--- config.mk ---
export PLATFORM = sky130hd
export DESIGN_NAME = smon_core
export DESIGN_NICKNAME = d
export VERILOG_FILES = /design/src/core/smon_pkg.sv /design/src/core/smon_core.sv
export SDC_FILE = /design/constraint.sdc
export NUM_CORES = 1
export LEC_CHECK = 0
export BUFFER_PORTS_ARGS = -buffer_cell sky130_fd_sc_hd__buf_2
export CORE_MARGIN = 4
export CORE_UTILIZATION = 31
export DETAILED_ROUTE_END_ITERATION = 10
export GPL_TIMING_DRIVEN = 0
export PLACE_DENSITY = 0.58
export SYNTH_ARGS = -nofsm -noshare
export SYNTH_HDL_FRONTEND = slang
export SYNTH_SLANG_ARGS = --single-unit
--- constraint.sdc ---
create_clock -name clk_sys_i -period 1.6 [get_ports clk_sys_i]
set_input_delay 0.16 -clock clk_sys_i [delete_from_list [all_inputs] [get_ports clk_sys_i]]
set_output_delay 0.16 -clock clk_sys_i [all_outputs]
set_load 0.05 [all_outputs]
--- src/core/smon_pkg.sv ---
// What this block does
// selectable die overtemperature trip level, four steps
// temperature comparators always on, never gated
// die over trip sets flag, pulls fault
// supply comparators off at reset, enabled by config
// reference-input comparator needs internal enable bit
// one sticky status bit per monitored supply
// reference-output fault sets its own error bit
// analog flags sticky, write-one clear, fault persists
// fault pin active low open drain
// every readback carries inverted fault pin level
// unrefreshed/reset/slew flags excluded; others reach pin, seven maskable, four fixed
// interface, parity, crc always drive pin; clock count drives pin unless quiet bit set
// output and temperature faults maskable onto pin
// converter power and supply faults unmaskable
// quiet bit drops clock count errors from pin
// status shows digital, analog, watchdog summaries
// summaries non-sticky ORs, slew flag excluded
// host treats line wired-AND, reads each status
package smon_pkg;
   localparam int unsigned DW = 16;
   localparam int unsigned AW = 4;
   // register offsets
   localparam logic [3:0] OFS_CFG_A = 4'h0;
   localparam logic [3:0] OFS_CFG_B = 4'h1;
   localparam logic [3:0] OFS_CONV = 4'h2;
   localparam logic [3:0] OFS_DMASK = 4'h3;
   localparam logic [3:0] OFS_DIG = 4'h4;
   localparam logic [3:0] OFS_ANA = 4'h5;
   localparam logic [3:0] OFS_STAT = 4'h6;
   localparam logic [3:0] OFS_IRQ = 4'h7;
   localparam logic [3:0] OFS_IMASK = 4'h8;
   localparam logic [3:0] OFS_AMASK = 4'h9;
   // field positions
   localparam int unsigned CFGA_QUIET = 3;
   localparam int unsigned CONV_INT_EN = 0;
   localparam int unsigned CFGB_REFI = 0;
   localparam int unsigned CFGB_REFO = 1;
   localparam int unsigned CFGB_AVCC = 2;
   localparam int unsigned CFGB_LDO = 3;
   localparam int unsigned ST_DIG = 0;
   localparam int unsigned ST_ANA = 1;
   localparam int unsigned ST_WDT = 2;
   localparam int unsigned RD_FAULT = 15;
   localparam int unsigned IRQ_DIG = 0;
   localparam int unsigned IRQ_ANA = 1;
   localparam int unsigned IRQ_PIN = 2;
   // digital flag bits
   localparam int unsigned D_WDT = 4;
   localparam int unsigned D_UNREF = 1;
   localparam int unsigned D_SCLK = 10;
   localparam int unsigned D_SLEW = 13;
   // analog flag bits
   localparam int unsigned A_TDC = 5;
   localparam int unsigned A_TMAIN = 6;
   localparam int unsigned A_REFI = 8;
   localparam int unsigned A_AVCC = 9;
   // source groups
   localparam logic [13:0] DIG_MASKABLE = 14'h1AD1;
   localparam logic [13:0] DIG_FIXED = 14'h0528;
   localparam logic [13:0] DIG_STICKY = 14'h1FFD;
   localparam logic [10:0] ANA_MASKABLE = 11'h07B;
   localparam logic [10:0] ANA_FIXED = 11'h784;
   // reset values
   localparam logic [13:0] DIG_RST = 14'h0004;
   localparam logic [14:0] CFG_RST = 15'h0000;
   localparam logic [1:0] TRIP_RST = 2'h0;

   typedef struct packed {
      logic slew_busy;
      logic serial_crc;
      logic slip;
      logic sclk_count;
      logic invalid_access;
      logic cal_crc;
      logic inverse_check;
      logic latch_mon;
      logic wire3_parity;
      logic watchdog;
      logic wire3;
      logic reset_seen;
      logic cal_unrefreshed;
      logic osc_stop;
   } smon_dig_s;

   typedef struct packed {
      logic regulator_node;
      logic internal_supply_node;
      logic ref_input_node;
      logic ref_output_error;
      logic temp_main;
      logic temp_conv;
      logic vout_short;
      logic iout_open;
      logic conv_power;
      logic conv_short;
      logic overvoltage;
   } smon_ana_s;

   typedef struct packed {
      logic [14:0] cfg_a;
      logic [14:0] cfg_b;
      logic [14:0] conv;
      logic [13:0] dmask;
      logic [10:0] amask;
      logic [2:0] imask;
      logic [13:0] dig;
      logic [10:0] ana;
      logic [2:0] irq;
      logic [11:0] sync1;
      logic [11:0] sync2;
      logic [15:0] rdata;
      logic fault_oen;
      logic pin_lvl;
      logic irq_out;
      logic [1:0] trip;
      logic [3:0] cmp_en;
      logic ref_buf_en;
   } smon_state_s;
endpackage

--- src/core/smon_core.sv ---
`timescale 1ns/1ps
module smon_core
   import smon_pkg::*;
(
   input wire logic clk_sys_i,
   input wire logic nrst_i,
   input wire logic ce_i,
   input wire logic [AW-1:0] addr_i,
   input wire logic [DW-1:0] wdata_i,
   input wire logic wr_i,
   input wire logic rd_i,
   output logic [DW-1:0] rdata_o,
   input wire smon_dig_s dig_fault_i,
   input wire smon_ana_s ana_cond_i,
   output logic [1:0] trip_level_o,
   output logic [3:0] cmp_en_o,
   output logic ref_buf_en_o,
   input wire logic fault_n_i,
   output logic fault_n_o,
   output logic fault_n_oen_o,
   output logic irq_o
);
   smon_state_s s_reg;
   smon_state_s s_next;
   logic [10:0] ana_now;
   logic [10:0] ana_gate;
   logic [13:0] dig_now;
   logic [13:0] dig_w1c;
   logic [10:0] ana_w1c;
   logic [13:0] dig_map;
   logic [10:0] ana_map;
   logic fault_act;
   logic dig_sum;
   logic ana_sum;
   logic pin_low;
   logic [14:0] rd_val;

   always_comb begin
      s_next = s_reg;
      pin_low = ~s_reg.sync2[11];
      // supply comparators gated by config; temps never gated
      ana_gate = 11'h7FF;
      ana_gate[7] = s_reg.cfg_b[CFGB_REFO];
      ana_gate[8] = s_reg.cfg_b[CFGB_REFI] & s_reg.conv[CONV_INT_EN];
      ana_gate[9] = s_reg.cfg_b[CFGB_AVCC];
      ana_gate[10] = s_reg.cfg_b[CFGB_LDO];
      ana_now = s_reg.sync2[10:0] & ana_gate;
      dig_now = dig_fault_i;
      dig_w1c = '0;
      ana_w1c = '0;
      if (wr_i && addr_i == OFS_DIG) begin
         dig_w1c = wdata_i[13:0];
      end
      if (wr_i && addr_i == OFS_ANA) begin
         ana_w1c = wdata_i[10:0];
      end
      // sticky flags: a live condition wins over the clear
      s_next.ana = (s_reg.ana & ~ana_w1c) | ana_now;
      s_next.dig = ((s_reg.dig & ~dig_w1c) | dig_now) & DIG_STICKY;
      s_next.dig[D_UNREF] = dig_now[D_UNREF];
      s_next.dig[D_SLEW] = dig_now[D_SLEW];
      // pin mapping
      dig_map = (s_reg.dig & DIG_MASKABLE & ~s_reg.dmask)
         | (s_reg.dig & DIG_FIXED);
      dig_map[D_SCLK] = s_reg.dig[D_SCLK] & ~s_reg.cfg_a[CFGA_QUIET];
      ana_map = (s_reg.ana & ANA_MASKABLE & ~s_reg.amask)
         | (s_reg.ana & ANA_FIXED);
      fault_act = |dig_map | |ana_map;
      s_next.fault_oen = ~fault_act;
      s_next.pin_lvl = 1'b0;
      dig_sum = |(s_reg.dig & ~(14'h1 << D_SLEW));
      ana_sum = |s_reg.ana;
      s_next.sync1 = {fault_n_i, ana_cond_i};
      s_next.sync2 = s_reg.sync1;
      if (wr_i) begin
         unique case (addr_i)
            OFS_CFG_A: s_next.cfg_a = wdata_i[14:0];
            OFS_CFG_B: s_next.cfg_b = wdata_i[14:0];
            OFS_CONV: s_next.conv = wdata_i[14:0];
            OFS_DMASK: s_next.dmask = wdata_i[13:0];
            OFS_AMASK: s_next.amask = wdata_i[10:0];
            OFS_IMASK: s_next.imask = wdata_i[2:0];
            default: ;
         endcase
      end
      s_next.trip = s_next.cfg_a[1:0];
      s_next.cmp_en = s_next.cfg_b[3:0];
      s_next.ref_buf_en = s_next.conv[CONV_INT_EN];
      rd_val = '0;
      unique case (addr_i)
         OFS_CFG_A: rd_val = s_reg.cfg_a;
         OFS_CFG_B: rd_val = s_reg.cfg_b;
         OFS_CONV: rd_val = s_reg.conv;
         OFS_DMASK: rd_val = {1'b0, s_reg.dmask};
         OFS_AMASK: rd_val = {4'h0, s_reg.amask};
         OFS_DIG: rd_val = {1'b0, s_reg.dig};
         OFS_ANA: rd_val = {4'h0, s_reg.ana};
         OFS_STAT: rd_val = {12'h000, s_reg.dig[D_WDT], ana_sum, dig_sum};
         OFS_IRQ: rd_val = {12'h000, s_reg.irq};
         OFS_IMASK: rd_val = {12'h000, s_reg.imask};
         default: rd_val = '0;
      endcase
      s_next.rdata = rd_i ? {pin_low, rd_val} : '0;
      // read-to-clear events, set wins
      if (rd_i && addr_i == OFS_IRQ) begin
         s_next.irq = '0;
      end
      s_next.irq[IRQ_DIG] = s_next.irq[IRQ_DIG] | |(s_next.dig & ~s_reg.dig);
      s_next.irq[IRQ_ANA] = s_next.irq[IRQ_ANA] | |(s_next.ana & ~s_reg.ana);
      s_next.irq[IRQ_PIN] = s_next.irq[IRQ_PIN] | (fault_act & s_reg.fault_oen);
      s_next.irq_out = |(s_next.irq & s_next.imask);
   end

   always_ff @(posedge clk_sys_i or negedge nrst_i) begin
      if (!nrst_i) begin
         s_reg <= '0;
         s_reg.dig <= DIG_RST;
         s_reg.cfg_a <= CFG_RST;
         s_reg.cfg_b <= CFG_RST;
         s_reg.trip <= TRIP_RST;
         s_reg.fault_oen <= 1'b1;
         s_reg.sync1 <= 12'h800;
         s_reg.sync2 <= 12'h800;
      end else if (ce_i) begin
         s_reg <= s_next;
      end
   end

   assign rdata_o = s_reg.rdata;
   assign trip_level_o = s_reg.trip;
   assign cmp_en_o = s_reg.cmp_en;
   assign ref_buf_en_o = s_reg.ref_buf_en;
   assign fault_n_o = s_reg.pin_lvl;
   assign fault_n_oen_o = s_reg.fault_oen;
   assign irq_o = s_reg.irq_out;
endmodule

# Word-level counts from Yosys, hierarchy flattened
# Index checks and enable logic that the tools add are counted.
# totals
output_inout_bits	26
register_bits	143
in_bits	51
elab_cells	77
# op_classes
muxes	7
n_reduce_logical	16
n_bitwise	28
n_eq_ne	9
# ops
operator	count
15-bit one-hot mux with 10 select lines	1
11-bit bitwise AND	3
11-bit inverter	3
11-bit OR reduction	3
14-bit inverter	2
14-bit OR reduction	2
11-bit OR	2
4-bit by 3-bit equality test with 1-bit output, second input constant	4
16-bit 2-to-1 mux	1
3-bit AND reduction	5
13-bit by 14-bit bitwise AND with 14-bit output	1
14-bit bitwise AND	1
14-bit by 11-bit OR with 14-bit output	1
13-bit bitwise AND	1
13-bit 2-to-1 mux	1
13-bit inverter	1
13-bit OR	1
13-bit OR reduction	1
7-bit by 11-bit bitwise AND with 11-bit output	1
11-bit 2-to-1 mux	1
3-bit 2-to-1 mux	3
4-bit by 2-bit equality test with 1-bit output, second input constant	2
4-bit equality test, second input constant	2
4-bit by 1-bit equality test with 1-bit output, second input constant	1
7 further kinds	16

# Depth between registers and ports, before layout
# depth
depth_word	11
ltp_mapped	8
ltp_nobuf	5

# Worst setup path after synthesis
# No wires, ideal clock.
# synth_timing
path_type	reg2reg
start	register s_reg[56] (netlist name)
end	register s_reg (netlist bit irq_o)
path_stages_with_launch	6
arrival_ns	1.620
setup_ns	0.126
path_buffers	0
t_required_ns	1.474
path_slack_ns	-0.147
synth_period_minus_slack_ns	1.747
cell_sequence	dfrtp_1 > nor2b_1 > a2111oi_0 > nand4b_1 > a211o_1 > a221o_1
# synth_via
elab_chain_cells	8
elab_cells_between_ends	14
cone_classes	bitwise (11); reduce/logical (3)
# synth_rtl
element	line_no	rtl
from (decl)	smon_core.sv:23	smon_state_s s_reg;
from (signal assigned)	smon_core.sv:125	s_reg <= s_next;
7-bit by 11-bit bitwise AND with 11-bit output	smon_core.sv:66	ana_map = (s_reg.ana & ANA_MASKABLE & ~s_reg.amask)
11-bit OR	smon_core.sv:67	| (s_reg.ana & ANA_FIXED);
11-bit OR reduction	smon_core.sv:68	fault_act = |dig_map | |ana_map;
1-bit OR	smon_core.sv:68	
1-bit bitwise AND	smon_core.sv:110	s_next.irq[IRQ_PIN] = s_next.irq[IRQ_PIN] | (fault_act & s_reg.fault_oen);
1-bit OR	smon_core.sv:110	
3-bit bitwise AND *	smon_core.sv:111	s_next.irq_out = |(s_next.irq & s_next.imask);
3-bit OR reduction *	smon_core.sv:111	
# Every way passes the cells marked *; elsewhere a longest branch is shown, timed or not.
# A chain may end at the register's enable or synchronous reset.

# Final worst setup path
# layout_timing
start	register s_reg[73] (netlist name)
end	register s_reg (netlist bit irq_o)
# layout_via
elab_chain_cells	8
elab_cells_between_ends	14
cone_classes	bitwise (11); reduce/logical (3)
# layout_rtl
element	line_no	rtl
13-bit by 14-bit bitwise AND with 14-bit output	smon_core.sv:63	dig_map = (s_reg.dig & DIG_MASKABLE & ~s_reg.dmask)
14-bit by 11-bit OR with 14-bit output	smon_core.sv:64	| (s_reg.dig & DIG_FIXED);
14-bit OR reduction	smon_core.sv:68	
1-bit OR	smon_core.sv:68	
1-bit bitwise AND	smon_core.sv:110	
1-bit OR	smon_core.sv:110	
3-bit bitwise AND *	smon_core.sv:111	
3-bit OR reduction *	smon_core.sv:111	
# Marked as above.

==> key figures <==
Layout
  • Layout area overhead: 27.8%
  • Number of inserted diodes: 0
  • Layout cell share with drive strength beyond 1: 43.7%
  • Fin cells: about 960
  • Max reg flops: 110
  • Nets: about 730

Place
  • Placed wire-length estimate: about 14000 um
  • Gpl congestion: roughly 0.96
  • Placed Cells incl. Taps: 900
  • # port buffers: between 70 and 80

Worst setup path
  • Register-to-Register Path Depth: 5
  • CP startpoint kind: flop
  • Reg2reg setup slack: -0.18 ns
  • R2r endpoint: irq_o
  • Worst setup EP type: flop
  • Worst Path Max Fanout: 2
  • CP Launch Point: s_reg[73]
  • CP arrival: roughly 2.1 ns
  • CP Class: reg2reg
  • Crit Reg-Reg Startpoint: s_reg[73]
  • Critical Path RT: about 1.9 ns

Global routing
  • Antenna violations before repair: 1
  • Total congestion overflow: 0
  • Vias in the first global route: between 5000 and 6000
  • Largest net degree at the start of global routing: 80
  • First-pass GRT wire length: between 30000 and 40000 um
  • Total GRT Usage: 17.0%

STA
  • Slew HR: between 40% and 50%
  • Achievable Freq: around 560 MHz
  • Slew Viols, Final: 0
  • RSZ-0062 raised after global routing: yes
  • TNS Setup: -0.175 ns
  • # setup viols final: 1
  • Tightest Pin Transition: 0.799 ns
  • Final Cycle Share: 111%
  • Hold Violations, Final: 0
  • Final worst slack: -0.175 ns
  • Clk_skew: ~0.01 ns
  • Minimum clock period: around 1.8 ns

Pwr
  • Power per standard cell area: between 1000 and 1500 mW/mm^2
  • VDD IR-drop max: 0.635 mV
  • Final total power: about 11000 uW
  • Leak Pwr: approximately 0.004 uW

Yosys
  • Synth cell count leaders: dfrtp_1 (139), mux2_2 (96), nand2_1 (41), buf_4 (29), a22oi_1 (22)
  • Yosys reg bits: approximately 140
  • Ys Warns: 0
  • FFs w/ async S/R, synth: 100%
  • Net count after synthesis: ~600
  • Synth Flop Type: dfrtp_1
  • Yosys cell types: 57
  • Cell Area, Synth: ~0.0067 sq mm
  • Sequential element share of the synthesized area: 53.4%
  • Synthesized instance count: 552
  • Synth top area cells: dfrtp_1 (52%), mux2_2 (16%), buf_4 (3.2%)
  • Leading area contributor after synthesis: dfrtp_1
  • Avg Cell Area, Syn: 12.2 sq um
  • Most frequent cell after synthesis: dfrtp_1
  • Post-synth top area share: between 50% and 60%
  • EDFF count, synth: 0

Floorplan
  • Die W: between 150 and 200 um
  • I/O pin cnt: 77
  • # rows: 53
  • Total Die Area: roughly 0.024 sq mm
  • Die H: 155 um
  • Starting density of the core: between 30% and 40%
  • Core area: ~0.021 sq mm

Detailed routing
  • First-pass DRT Iterations: 6
  • Vias post-DR: between 5000 and 6000
  • Routed WL per cell: about 21 um
  • Post-route DRC: 0
  • Drt total wl: 20300 um
  • DRT iter0 DRCs: 500
  • Post-route ant nets: 0
  • Via/cell ratio: 5.39

Outcome
  • Status: finished with violations
  • Failing checks: negative setup slack

Clock tree
  • Max clock buf depth: 2
  • Root Buffer: clkbuf_16
  • CTS tree: done
  • CTS buffer count: 17
  • Clock sinks: approximately 140
  • Clock transition at path regs: approximately 0.070 ns
  • Worst skew pair latency: roughly 0.43 ns
  • Max H-tree Level: 4

Hold path
  • Hold_sp: dig_fault_i[5]
  • Min-Delay Path Class: in2reg
  • Min-Delay Endpoint: s_reg[69]
  • Hold depth: 2

Run
  • Max Cap Violations: 0
## worst max-delay path: stages, from the launching register on
cell	delay, ns
dfrtp_1	0.39
nor2b_4	0.14
a2111oi_4	0.31
nand4b_1	0.17
a211o_1	0.33
a221o_1	0.32
## kinds of logic (layout without fill, tap and decap cells)
logic type | count (synthesis) | after routing | share of synthesized area [%]
other | 1 | 1 | 0.0558
multiplexers | 99 | 99 | 16.5
AO/OA/AOI/OAI | 131 | 131 | 14.9
buffers and inverters | 77 | 212 | 6.28
AND/OR/NAND/NOR | 101 | 101 | 8.83
flip-flops | 143 | 143 | 53.4
## layout make-up
type	instances	area [sq um]
fillers	1986	12600
clock inverters	14	205
plain buffers	57	359
well taps	275	344
repair buffers	103	663
multi-input cells	332	2910
flip-flops and latches	143	3590
inverters	20	75.1
clock buffers	18	439
## routing by layer
metal  wire length, um  track usage, %
met2              9430            26.6
met3              1400            4.12
met1              9170            23.7
met4               326            4.75
met5                13               0
## per-stage QoR
step	setup WS (ns)	utilization [%]	cell area (sq um)	hold WS, ns
3_5_place_dp	-0.639	35.3	7470	0.208
5_1_grt	-0.233	40.6	8580	0.00622
2_1_floorplan	-0.119	-	6730	-0.136
4_1_cts	-0.240	40.0	8460	0.00139
6_report	-0.175	40.6	8580	0.0119
3_3_place_gp	-1.65	35.1	7430	0.396
## layout by cell type (no fill, tap or decap), types with 6 or more instances in the layout
| master | instances |
|---|---|
| a31oi_1 | 11 |
| and3_1 | 7 |
| a21o_1 | 14 |
| nand2b_1 | 9 |
| o22ai_1 | 6 |
| mux2_2 | 95 |
| clkbuf_16 | 17 |
| a22o_1 | 16 |
| a21oi_1 | 6 |
| a222oi_1 | 15 |
| dfrtp_2 | 7 |
| clkbuf_1 | 6 |
| nand2_1 | 41 |
| dfrtp_1 | 132 |
| nor2_1 | 6 |
| buf_2 | 82 |
| a22oi_1 | 22 |
| inv_1 | 20 |
| clkbuf_2 | 6 |
| dlygate4sd3_1 | 16 |
| buf_4 | 44 |
| o21ai_0 | 15 |
## repair_timing
| action | in CTS | in global routing |
|---|---|---|
| gates resized for setup | 25 | 24 |
| endpoints found under the hold margin | 76 | 0 |
| buffers inserted | 12 | 2 |
| hold buffers | 16 | 0 |
| pin swaps | 10 | 8 |
| setup endpoints to repair | 55 | 28 |
## where the power goes
| group | internal, uW | switching [uW] |
|---|---|---|
| sequential | 4170 | 423 |
| combinational | 782 | 903 |
| clock | 2680 | 1640 |
## how the worst max path moves through the flow
stage,to,slack (ns),cells past startpoint
after floorplan,irq_o,-0.12,5
after global placement,s_next[32],-1.65,1
after detailed placement,rdata_o[5],-0.64,7
after CTS,irq_o,-0.24,5
after global routing,irq_o,-0.23,5
final,irq_o,-0.18,5
No activity file was read; power rests on OpenSTA's default activity.
